==> config.mk <==
export PLATFORM = sky130hd
export DESIGN_NAME = hrs_sequencer
export DESIGN_NICKNAME = d
export VERILOG_FILES = /design/src/inc/hrs_pkg.sv /design/src/hw/hrs_sequencer.sv
export SDC_FILE = /design/constraint.sdc
export NUM_CORES = 1
export LEC_CHECK = 0
export ABC_AREA = 1
export BUFFER_PORTS_ARGS = -buffer_cell sky130_fd_sc_hd__buf_2
export CAP_MARGIN = 25
export CORE_MARGIN = 1
export CORE_UTILIZATION = 54
export CTS_CLUSTER_SIZE = 20
export DETAILED_ROUTE_END_ITERATION = 8
export GPL_TIMING_DRIVEN = 0
export PLACE_DENSITY = 0.92
export SKIP_LAST_GASP = 1
export SYNTH_ARGS = -nofsm -noshare
export SYNTH_HDL_FRONTEND = slang
export SYNTH_SLANG_ARGS = --single-unit
==> constraint.sdc <==
create_clock -name pclk -period 6.7 [get_ports pclk]
set_input_delay 2.01 -clock pclk [delete_from_list [all_inputs] [get_ports pclk]]
set_output_delay 2.01 -clock pclk [all_outputs]
set_load 0.01 [all_outputs]
==> src/inc/hrs_pkg.sv <==
// package for the switch hot reset sequencer: register map, fields, states, timing
package hrs_pkg;
    // apb register byte addresses
    localparam logic [7:0] ADDR_SWITCH_CONTROL = 8'h00;
    localparam logic [7:0] ADDR_SMBUS_STATUS = 8'h04;
    localparam logic [7:0] ADDR_BRIDGE_CONTROL = 8'h08;
    localparam logic [7:0] ADDR_SEQ_STATUS = 8'h0c;
    localparam logic [7:0] ADDR_EEPROM_CMD = 8'h10;
    // switch_control_reg fields
    localparam int SW_HOT_RESET_TRIGGER = 0;
    localparam int SW_LINK_DOWN_RESET_DISABLE = 1;
    localparam int SW_HOT_RESET_EEPROM_LOAD_DISABLE = 2;
    localparam int SW_RESET_HALT_FLAG = 3;
    localparam int SW_EEPROM_MODE = 4;
    // smbus_status_reg fields
    localparam int SMB_EEPROM_LOAD_DONE = 0;
    localparam int SMB_ERR_LSB = 8;
    // bridge_control_reg field
    localparam int BR_SECONDARY_BUS_RESET_BIT = 6;
    // reset values
    localparam logic [4:0] SWITCH_CONTROL_RESET = 5'h00;
    localparam logic [7:0] NUM_DOWN_PORTS = 8'h06;
    // timing: core clock 20 MHz
    localparam int CLK_HZ = 20000000;
    localparam int TRAIN_ENTRY_MS = 20;
    localparam int RETRY_READY_MS = 100;
    localparam int TRAIN_ENTRY_CYC = (CLK_HZ / 1000) * TRAIN_ENTRY_MS;
    localparam int RETRY_READY_CYC = (CLK_HZ / 1000) * RETRY_READY_MS;
    localparam int RESET_HOLD_CYC = 16;
    // sequencer states
    typedef enum logic [2:0] {
        ST_IDLE = 3'b000,
        ST_PROPAGATE = 3'b001,
        ST_LOGIC_RESET = 3'b010,
        ST_TRAIN = 3'b011,
        ST_EEPROM = 3'b100,
        ST_HALT = 3'b101
    } hrs_state_t;
    // eeprom loader request/answer
    typedef struct packed {
        logic start;
    } hrs_ee_req_t;
    typedef struct packed {
        logic done;
        logic error;
        logic [7:0] err_code;
        logic set_halt;
    } hrs_ee_rsp_t;
endpackage : hrs_pkg

==> src/hw/hrs_sequencer.sv <==
// switch hot reset sequencer with apb register slave
//
// Added by the designer: the placing of the registers and the APB interface to the registers.
`timescale 1ns/100ps
`default_nettype none
module hrs_sequencer
    import hrs_pkg::*;
#(
    parameter int TRAIN_CYC = TRAIN_ENTRY_CYC,
    parameter int RETRY_CYC = RETRY_READY_CYC
) (
    input wire logic pclk,
    input wire logic presetn,
    input wire logic psel,
    input wire logic penable,
    input wire logic pwrite,
    input wire logic [7:0] paddr,
    input wire logic [31:0] pwdata,
    output logic [31:0] prdata,
    output logic pready,
    output logic pslverr,
    input wire logic up_hot_reset_rx,       // pin: hot-reset training sets seen
    input wire logic up_dl_down,            // pin: upstream data link down
    input wire logic [5:0] down_link_up,    // pin: downstream links up
    output logic [5:0] down_hot_reset_tx,   // send hot-reset training sets
    output logic core_reset,                // reset of core logic
    output logic reg_reset,                 // reset of non-sticky fields
    output logic link_train_en,             // link training enable
    output logic stack_quasi_reset,         // stacks answer config with retry
    output logic ee_start,                  // eeprom loader start pulse
    input wire logic ee_done,               // loader finished, same clock
    input wire logic ee_error,              // loader error, same clock
    input wire logic [7:0] ee_err_code,
    input wire logic ee_set_halt,           // halt written from eeprom contents
    input wire logic smb_valid,             // slave smbus register access
    input wire logic smb_write,
    input wire logic [7:0] smb_addr,
    input wire logic [31:0] smb_wdata,
    output logic [31:0] smb_rdata
);
    hrs_state_t state_q, state_d;
    hrs_ee_rsp_t ee_rsp;
    logic hr_s1_q, hr_s2_q, dl_s1_q, dl_s2_q;
    logic [5:0] lu_s1_q, lu_s2_q;
    logic dl_prev_q;
    logic [4:0] switch_control_reg_q;
    logic halt_q, ee_done_q, sbr_q, pend_q, sbr_seq_q;
    logic [7:0] ee_err_q;
    logic [31:0] cnt_q;
    logic [31:0] rdata_mux;

    assign ee_rsp = '{done: ee_done, error: ee_error, err_code: ee_err_code,
                      set_halt: ee_set_halt};

    // two-stage synchronisers for the link status pins
    always_ff @(posedge pclk or negedge presetn) begin
        if (!presetn) begin
            hr_s1_q <= 1'b0;
            hr_s2_q <= 1'b0;
            dl_s1_q <= 1'b0;
            dl_s2_q <= 1'b0;
            lu_s1_q <= 6'h00;
            lu_s2_q <= 6'h00;
            dl_prev_q <= 1'b0;
        end else begin
            hr_s1_q <= up_hot_reset_rx;
            hr_s2_q <= hr_s1_q;
            dl_s1_q <= up_dl_down;
            dl_s2_q <= dl_s1_q;
            lu_s1_q <= down_link_up;
            lu_s2_q <= lu_s1_q;
            dl_prev_q <= dl_s2_q;
        end
    end

    // apb decode, writes take effect in the access cycle
    wire apb_wr = psel && penable && pwrite;
    wire sel_sw = (paddr == ADDR_SWITCH_CONTROL);
    wire sel_smb = (paddr == ADDR_SMBUS_STATUS);
    wire sel_br = (paddr == ADDR_BRIDGE_CONTROL);
    wire sel_st = (paddr == ADDR_SEQ_STATUS);
    wire sel_ok = sel_sw || sel_smb || sel_br || sel_st;
    wire wr_sw = apb_wr && sel_sw && !core_reset;
    wire wr_br = apb_wr && sel_br && !core_reset;
    wire sw_trig = wr_sw && pwdata[SW_HOT_RESET_TRIGGER];
    wire sbr_trig = wr_br && pwdata[BR_SECONDARY_BUS_RESET_BIT]
                    && !sbr_q;
    // smbus access: registers under reset read zero, a halt clear write still takes effect
    wire smb_live = !core_reset;
    wire smb_wr_sw = smb_valid && smb_write && (smb_addr == ADDR_SWITCH_CONTROL);
    wire smb_clr_halt = smb_wr_sw && !smb_wdata[SW_RESET_HALT_FLAG];

    // trigger sources; the disable bit masks only link-down
    wire hr_rx = hr_s2_q;
    wire dl_edge = dl_s2_q && !dl_prev_q
                   && !switch_control_reg_q[SW_LINK_DOWN_RESET_DISABLE];
    wire hw_trig = hr_rx || dl_edge;
    // software trigger waits one cycle so the write completion goes first
    wire trig = hw_trig || pend_q;
    wire cnt_done = (cnt_q == 32'h0);
    wire ee_need = switch_control_reg_q[SW_EEPROM_MODE]
                   && !switch_control_reg_q[SW_HOT_RESET_EEPROM_LOAD_DISABLE];

    // control and status registers
    always_ff @(posedge pclk or negedge presetn) begin
        if (!presetn) begin
            switch_control_reg_q <= SWITCH_CONTROL_RESET;
            halt_q <= 1'b0;
            ee_done_q <= 1'b0;
            ee_err_q <= 8'h00;
            sbr_q <= 1'b0;
            pend_q <= 1'b0;
        end else begin
            pend_q <= sw_trig;
            if (wr_sw) begin
                // trigger bit is self clearing, never stored
                // each field at its own bit; halt lives in halt_q
                switch_control_reg_q <= {pwdata[SW_EEPROM_MODE], 1'b0, pwdata[SW_HOT_RESET_EEPROM_LOAD_DISABLE],
                            pwdata[SW_LINK_DOWN_RESET_DISABLE], 1'b0};
            end
            if (wr_br) begin
                sbr_q <= pwdata[BR_SECONDARY_BUS_RESET_BIT];
            end else if (reg_reset) begin
                sbr_q <= 1'b0;
            end
            // halt set by eeprom wins over an smbus clear in the same cycle
            if (state_q == ST_EEPROM && (ee_rsp.error || ee_rsp.set_halt)) begin
                halt_q <= 1'b1;
            end else if (smb_clr_halt) begin
                halt_q <= 1'b0;
            end
            if (state_q == ST_EEPROM && (ee_rsp.done || ee_rsp.error)) begin
                ee_done_q <= 1'b1;
            end else if (state_q == ST_PROPAGATE) begin
                ee_done_q <= 1'b0;
            end
            if (state_q == ST_EEPROM && ee_rsp.error) begin
                ee_err_q <= ee_rsp.err_code;
            end
        end
    end

    // sequencer next state
    always_comb begin
        state_d = state_q;
        case (state_q)
            ST_IDLE: begin
                if (trig || sbr_trig) begin
                    state_d = ST_PROPAGATE;
                end
            end
            ST_PROPAGATE: begin
                if (cnt_done) begin
                    state_d = sbr_seq_q ? ST_IDLE : ST_LOGIC_RESET;
                end
            end
            ST_LOGIC_RESET: begin
                if (cnt_done) begin
                    state_d = ST_TRAIN;
                end
            end
            ST_TRAIN: begin
                if (cnt_done) begin
                    state_d = ee_need ? ST_EEPROM : ST_IDLE;
                end
            end
            ST_EEPROM: begin
                if (ee_rsp.error || ee_rsp.set_halt) begin
                    state_d = ST_HALT;
                end else if (ee_rsp.done) begin
                    state_d = ST_IDLE;
                end
            end
            ST_HALT: begin
                if (!halt_q) begin
                    state_d = ST_IDLE;
                end
            end
            default: begin
                state_d = ST_IDLE;
            end
        endcase
        // a fresh trigger mid sequence restarts from propagation
        if (state_q != ST_IDLE && state_q != ST_HALT && trig) begin
            state_d = ST_PROPAGATE;
        end
    end

    // state, phase counter and outputs
    always_ff @(posedge pclk or negedge presetn) begin
        if (!presetn) begin
            state_q <= ST_IDLE;
            sbr_seq_q <= 1'b0;
            cnt_q <= 32'h0;
            down_hot_reset_tx <= 6'h00;
            core_reset <= 1'b0;
            reg_reset <= 1'b0;
            link_train_en <= 1'b1;
            stack_quasi_reset <= 1'b0;
            ee_start <= 1'b0;
        end else begin
            state_q <= state_d;
            // a pass started by the secondary bus reset alone skips the logic reset
            if (state_d == ST_PROPAGATE && (state_q == ST_IDLE || trig)) begin
                sbr_seq_q <= !trig;
            end
            if (state_d != state_q || (state_q == ST_PROPAGATE && trig)) begin
                cnt_q <= (state_d == ST_TRAIN) ? 32'(RETRY_CYC - 1) : 32'(RESET_HOLD_CYC - 1);
            end else if (!cnt_done) begin
                cnt_q <= cnt_q - 32'h1;
            end
            down_hot_reset_tx <= (state_d == ST_PROPAGATE) ? lu_s2_q : 6'h00;
            core_reset <= (state_d == ST_LOGIC_RESET) || (state_d == ST_HALT);
            reg_reset <= (state_d == ST_LOGIC_RESET);
            // training starts at once, well inside the entry limit
            link_train_en <= (state_d != ST_PROPAGATE) && (state_d != ST_LOGIC_RESET);
            stack_quasi_reset <= (state_d == ST_TRAIN) || (state_d == ST_EEPROM)
                                 || (state_d == ST_HALT);
            ee_start <= (state_d == ST_EEPROM) && (state_q != ST_EEPROM);
        end
    end

    // read data select; unmapped addresses read zero with an error
    wire [31:0] rd_sw = {27'h0, switch_control_reg_q[4], halt_q, switch_control_reg_q[2:1], 1'b0};
    wire [31:0] rd_smb = {16'h0, ee_err_q, 7'h0, ee_done_q};
    wire [31:0] rd_br = {25'h0, sbr_q, 6'h0};
    wire [31:0] rd_st = {20'h0, 1'b0, state_q, 8'h0 | {2'h0, lu_s2_q}};
    assign rdata_mux = sel_sw ? rd_sw : sel_smb ? rd_smb : sel_br ? rd_br
                       : sel_st ? rd_st : 32'h0;

    // apb answer one cycle after setup, smbus read port
    always_ff @(posedge pclk or negedge presetn) begin
        if (!presetn) begin
            prdata <= 32'h0;
            pready <= 1'b0;
            pslverr <= 1'b0;
            smb_rdata <= 32'h0;
        end else begin
            pready <= psel && !penable;
            pslverr <= psel && !penable && !sel_ok;
            prdata <= (psel && !penable && !pwrite && !core_reset) ? rdata_mux : 32'h0;
            smb_rdata <= (smb_valid && !smb_write && smb_live) ? rd_smb : 32'h0;
        end
    end
    // TRAIN_CYC bounds the training entry; entry here is immediate
    wire unused_train = (TRAIN_CYC == 0) ^ pslverr ^ ee_rsp.done;
endmodule : hrs_sequencer
`default_nettype wire

==> results.toml, run 1 <==
[run_status]
status = "finished, violations left"
violations = "DRC"

[yosys]
synth_commonest_cells = "104 x dfrtp_1, 89 x nor2_1, 69 x nand2_1, 57 x inv_1, 40 x buf_4"
synthXorXnorAreaFrac_pct = 4.208
synthCells = 546
ys_ff_latch = 105
synthDistinctLibCells = 41
synth-adder-area-share_pct = 0.2505
synth_simple_gate_area_share_pct = 25.38
synthesis.area_um2 = 4995
async_reset_ff_share_pct = 100.0
synth_seq_area_share_pct = 52.63
synth_edf_count = 0
ys_top_cells_by_area = "dfrtp_1 52%, nor2_1 6.7%, buf_4 6.0%"
synth_flop_cell = "dfrtp_1"
yosys-mux-area-fraction_pct = 0.4509
synth-compound-area-share_pct = 5.261
synth_most_common_cell = "dfrtp_1"
synthDominantCellAreaShare_pct = 52.10
yosysWarnings = 0
synth_top_family_by_area = "simple AND/OR/NAND/NOR gates"
synth_top_area_cell = "dfrtp_1"
syn_area_per_cell_um2 = 9.148

[cells_and_area]
regArea_um2 = 2629
drive_gt1_share_pct = 29.34
fillers = 684
nets = 788
finalNonFillerCells = 793
multi_input_area_um2 = 1926
area_growth_pct = 18.69
n_antenna_cell = 0
utilization_pct = 67.00

[grt]
grt_pass1_wl_mm = 18.30
gr-total-overflow = 0
grt_usage_pct = 24.11
grt_max_degree = 71
antenna_found_initial = 0
grt_pass1_vias = 4019

[route]
dr.pass1.iters = 9
drt_iter0_drc = 313
ant_nets = 0
wl_per_cell_um = 13.91
num_vias = 4093
via_per_inst = 5.161
drc = 4
drt-total-wl_mm = 11.03

[place]
dp_cells = 778
gp_congestion = 0.8933
io_buffers = 84
dp_hpwl_mm = 8.175

[critical_path]
required_ns = 6.96
cpPeakStageDelay_ns = 0.24
r2r_slack_ns = 4.20
worstReg2RegStart = "cnt_q[0]"
startpoint_type = "input port"
criticalPathCategory = "input port to flop"
crit_arrival_ns = 3.86
end_kind = "flop"
crit_fanout = 10
slowest_stage = "nor2_1"
crit_path_start = "paddr[1]"
crit_path_cell_trace = "buf_2 -> nor2_1 -> nand3_1 -> nor2_1 -> nand3_1 -> o21ai_1 -> nand2_1 -> nand3_4 -> nand2_2 -> nand2_4 -> nand2_4 -> nor2_4 -> buf_6 -> a21oi_2"

[sta]
slew_violations = 0
rsz0062_at_grt = "no"
timing.final.crit_period_ns = 3.600
finalHoldViolCount = 0
slew_headroom_pct = 39.18
fin_setup_tns_ns = 0
fmax_ghz = 0.2778
max_slew.worst_pin.slew_ns = 0.9053
setup-violations-final = 0
whs_ns = 0.3579
clock_skew_ns = 0.01361
period_share_pct = 53.73

[pwr]
leakage_uw = 0.003253
p_per_area_nw_per_um2 = 192.9
ir_worst_vdd_mv = 0.1528

[floorplan]
die_w_um = 98.18
die_area_um2 = 9638
start_util_pct = 56.45
rows = 34
coreArea_um2 = 8848
dieHeight_um = 98.18
pin_count = 183

[clock_network]
cts.sinks = 105
cts_setup_buffers = 0
clk_latency_ns = 0.38
ctsResizeCount = 0
ctsHoldBuffers = 0
cts-root-buf = "clkbuf_8"
cts.path.max_buffers = 2
numCtsBuffers = 9
cts.htree.levels = 3
clk_pin_slew_worst_paths_ns = 0.11
tritoncts = "built"

[min_path]
min_from = "lu_s1_q[4]"
hp-class = "flop to flop"

[flow_run]
drv_cap = 0
-- area by class of cell --
type,count,area share [%]
clock buffer,9,2.089
inverter,67,4.242
multi-input combinational,368,32.48
buffer,45,5.656
timing repair buffer,85,7.598
tap,108,2.279
sequential,105,44.34
clock inverter,6,1.309
-- layer usage --
metal	routed length, µm	track usage, %	vias to the layer above	share of wire (%)
met1	4307	28.56	1937	39
met4	399	10.79	0	3.6
met2	5584	41.71	204	51
met3	737	5.870	43	6.7
li1	-	-	1909	-
met5	0	0	-	0
-- power by group --
part	leakage [µW]	switching (µW)	internal [µW]
Sequential	0.00132	3.99	645
Combinational	0.00183	54.2	38.2
Clock	0.0000993	225	177
-- kinds of logic after synthesis --
| family | after synthesis |
|---|---|
| adder cells (fa/ha/maj) | 1 |
| multiplexers | 2 |
| AND/OR/NAND/NOR | 259 |
| XOR/XNOR | 24 |
| AO/OA/AOI/OAI | 42 |
| buffers and inverters | 112 |
| flip-flops | 105 |
| other | 1 |
-- critical path: cells and delay by family --
family                 cells  cell delay, ns
AND/OR/NAND/NOR           10            1.34
buffers and inverters      2            0.29
AO/OA/AOI/OAI              2            0.22
-- path summary, 6_finish.rpt --
check,to,depth (start not counted)
max,cnt_q[18],14
min reg2reg,lu_s2_q[4],0
min in group asynchronous,lu_s2_q[4],1
max reg2reg,cnt_q[18],14
min,lu_s2_q[4],0
max in group asynchronous,cnt_q[11],2
-- metrics by stage --
| step | setup WS, ns | area (µm²) | total power (µW) |
|---|---|---|---|
| final | 3.100 | 5928 | 1143 |
| after global routing | 2.940 | 5928 | 1179 |
| after CTS | 3.139 | 5928 | 1146 |
| after detailed placement | 2.758 | 5727 | 752.4 |
| after global placement | 2.623 | 5697 | 747.0 |
| after floorplan | 3.196 | 5141 | 711.8 |
-- flip-flops by register name, indices dropped and copies added, names as in the netlist, 3 cells and up --
signal,cells
cnt_q,32
down_hot_reset_tx,6
ee_err_q,8
lu_s1_q,6
lu_s2_q,6
prdata,15
smb_rdata,9
state_q,3
switch_control_reg_q,3
-- placed cells by master (no fill, tap or decap), drive strengths merged --
master and count:
a211o 1, a21oi 34, buf 128, bufinv 1, clkbuf 11, clkinv 3, clkinvlp 1, conb 40
dfrtp 104, dfstp 1, ha 1, inv 68, mux2 2, nand2 79, nand3 37, nand4 10
nor2 102, nor3 18, nor3b 2, nor4 5, o211ai 1, o21ai 4, o22ai 1, o41ai 1
or2 5, or3b 1, xnor2 6, xor2 18
Note: power is estimated with default switching activity, not from simulation.
==> inputs of run 2 (changes only) <==
--- a/config.mk
+++ b/config.mk
@@ -9,11 +9,11 @@
 export BUFFER_PORTS_ARGS = -buffer_cell sky130_fd_sc_hd__buf_2
 export CAP_MARGIN = 25
 export CORE_MARGIN = 1
-export CORE_UTILIZATION = 54
+export CORE_UTILIZATION = 45
 export CTS_CLUSTER_SIZE = 20
 export DETAILED_ROUTE_END_ITERATION = 8
 export GPL_TIMING_DRIVEN = 0
-export PLACE_DENSITY = 0.92
+export PLACE_DENSITY = 0.83
 export SKIP_LAST_GASP = 1
 export SYNTH_ARGS = -nofsm -noshare
 export SYNTH_HDL_FRONTEND = slang
==> constraint.sdc (replaced) <==
create_clock -name pclk -period 3.2 [get_ports pclk]
set_input_delay 0.96 -clock pclk [delete_from_list [all_inputs] [get_ports pclk]]
set_output_delay 0.96 -clock pclk [all_outputs]
set_load 0.01 [all_outputs]
==> run 2 against run 1 <==
The run now ends clean. Die area grew 20%. Global-route usage shrank 4.6 points. Via count shrank 5.2%. Cell count is 4.2% higher. Clock skew is 0.0031 ns lower. Sequential cell count unchanged. Power increased by 110%. First-iteration DRC count shrank 51%. Final area rose by 0.97%. Largest power group unchanged.
==> results.toml, run 2 (synthesis gave the netlist of run 1 again) <==
[floorplan]
die_w_um = 107.4
die_area_um2 = 11530
rows = 38
coreArea_um2 = 10840
pin_count = 183
dieHeight_um = 107.4
start_util_pct = 46.08

[clock_network]
ctsHoldBuffers = 0
clk_latency_ns = 0.36
clk_pin_slew_worst_paths_ns = 0.10
cts_setup_buffers = 0
cts.path.max_buffers = 2
cts-root-buf = "clkbuf_8"
numCtsBuffers = 9
tritoncts = "built"
ctsResizeCount = 0
cts.sinks = 105
cts.htree.levels = 3

[critical_path]
crit_path_start = "paddr[1]"
end_kind = "flop"
required_ns = 3.45
startpoint_type = "input port"
criticalPathCategory = "input port to flop"
crit_fanout = 10
worstReg2RegStart = "cnt_q[0]"
crit_arrival_ns = 2.81

[min_path]
min_from = "hr_s1_q"
hp-class = "flop to flop"

[place]
dp_hpwl_mm = 7.801
gp_congestion = 0.8818
io_buffers = 84

[cells_and_area]
final_cell_mix = "104 x dfrtp_1, 89 x nor2_1, 84 x buf_2, 69 x nand2_1, 57 x inv_1"
utilization_pct = 55.22
drive_gt1_share_pct = 29.45
largestRegisters = "cnt_q x32, prdata x15, smb_rdata x9"
nets = 788
regMostFlops = "cnt_q"
area_growth_pct = 19.84
largest_reg_flops = 32
n_antenna_cell = 0
mostFrequentLayoutCell = "dfrtp_1"

[sta]
timing.final.crit_period_ns = 2.565
period_share_pct = 80.16
slew_violations = 0
setup-violations-final = 0
fin_setup_tns_ns = 0
slew_headroom_pct = 49.70
max_slew.worst_pin.slew_ns = 0.7487
rsz0062_at_grt = "no"
clock_skew_ns = 0.01055
finalHoldViolCount = 0
fmax_ghz = 0.3899

[pwr]
total_power_uw = 2430
ir_worst_vdd_mv = 0.2576
p_per_area_nw_per_um2 = 406.0
leakage_uw = 0.003264

[grt]
grt_pass1_vias = 3880
grt_usage_pct = 19.55
grt_max_degree = 62
antenna_found_initial = 0
grt_pass1_wl_mm = 17.48
gr-total-overflow = 0

[route]
ant_nets = 0
dr.pass1.iters = 4
drt-total-wl_mm = 10.28
drc = 0
drt_iter0_drc = 152
via_per_inst = 4.697
wl_per_cell_um = 12.44
num_vias = 3880

[run_status]
status = "finished, final reports clean"

[flow_run]
drv_cap = 0
[run 2: cell count changes in the layout (fill, tap and decap cells not counted)]
| cell | change |
|---|---|
| clkinv_8 | +1 |
| clkinvlp_4 | -1 |
| inv_6 | +1 |
[run 2: layer usage]
metal / vias to the layer above / routed length [µm] / global-route usage (%)
met1: 1811 / 4428 / 23.43
met3: 29 / 430 / 3.511
li1: 1915 / - / -
met4: 0 / 281 / 8.415
met5: - / 0 / 0
met2: 125 / 5137 / 34.38
[run 2: final cells by class]
type,instances,area (µm²)
fillers,963,4855
flip-flops and latches,105,2629
multi-input cells,368,1926
repair buffers,85,450.4
plain buffers,45,335.3
inverters,67,251.5
well taps,140,175.2
clock buffers,9,123.9
clock inverters,7,95.09
[run 2: report_power, final]
part           internal (µW)  switching (µW)
clock                    385             496
sequential              1350            8.55
combinational           79.6             111
[run 2: worst max-delay path: stages]
cell and delay (ns):
buf_2 0.11, nor2_1 0.26, nand3_1 0.11, nor2_1 0.17
nand3_1 0.12, o21ai_1 0.16, nand2_1 0.13, nand3_4 0.14
nand2_2 0.07, nand2_4 0.13, nand2_4 0.11, nor2_4 0.11
buf_6 0.18, a21oi_2 0.05
[run 2: worst paths after layout]
check | to | slack, ns | depth (start not counted)
max | cnt_q[6] | 0.63 | 14
max in group asynchronous | cnt_q[16] | 1.87 | 2
min | hr_rx | 0.36 | 0
min reg2reg | hr_rx | 0.36 | 0
max reg2reg | cnt_q[6] | 0.68 | 14
min in group asynchronous | down_hot_reset_tx[3] | 0.66 | 1
[run 2: stage by stage]
step | instances | setup slack (ns) | hold WS [ns] | instance area [µm²]
6_report | 826 | 0.6350 | 0.3558 | 5986
2_1_floorplan | 585 | 0.7464 | 0.3312 | 5141
5_1_grt | 826 | 0.3941 | 0.3736 | 5986
3_5_place_dp | 810 | 0.2877 | 0.3355 | 5767
3_3_place_gp | 809 | 0.08447 | 0.3317 | 5737
4_1_cts | 826 | 0.6563 | 0.3611 | 5986
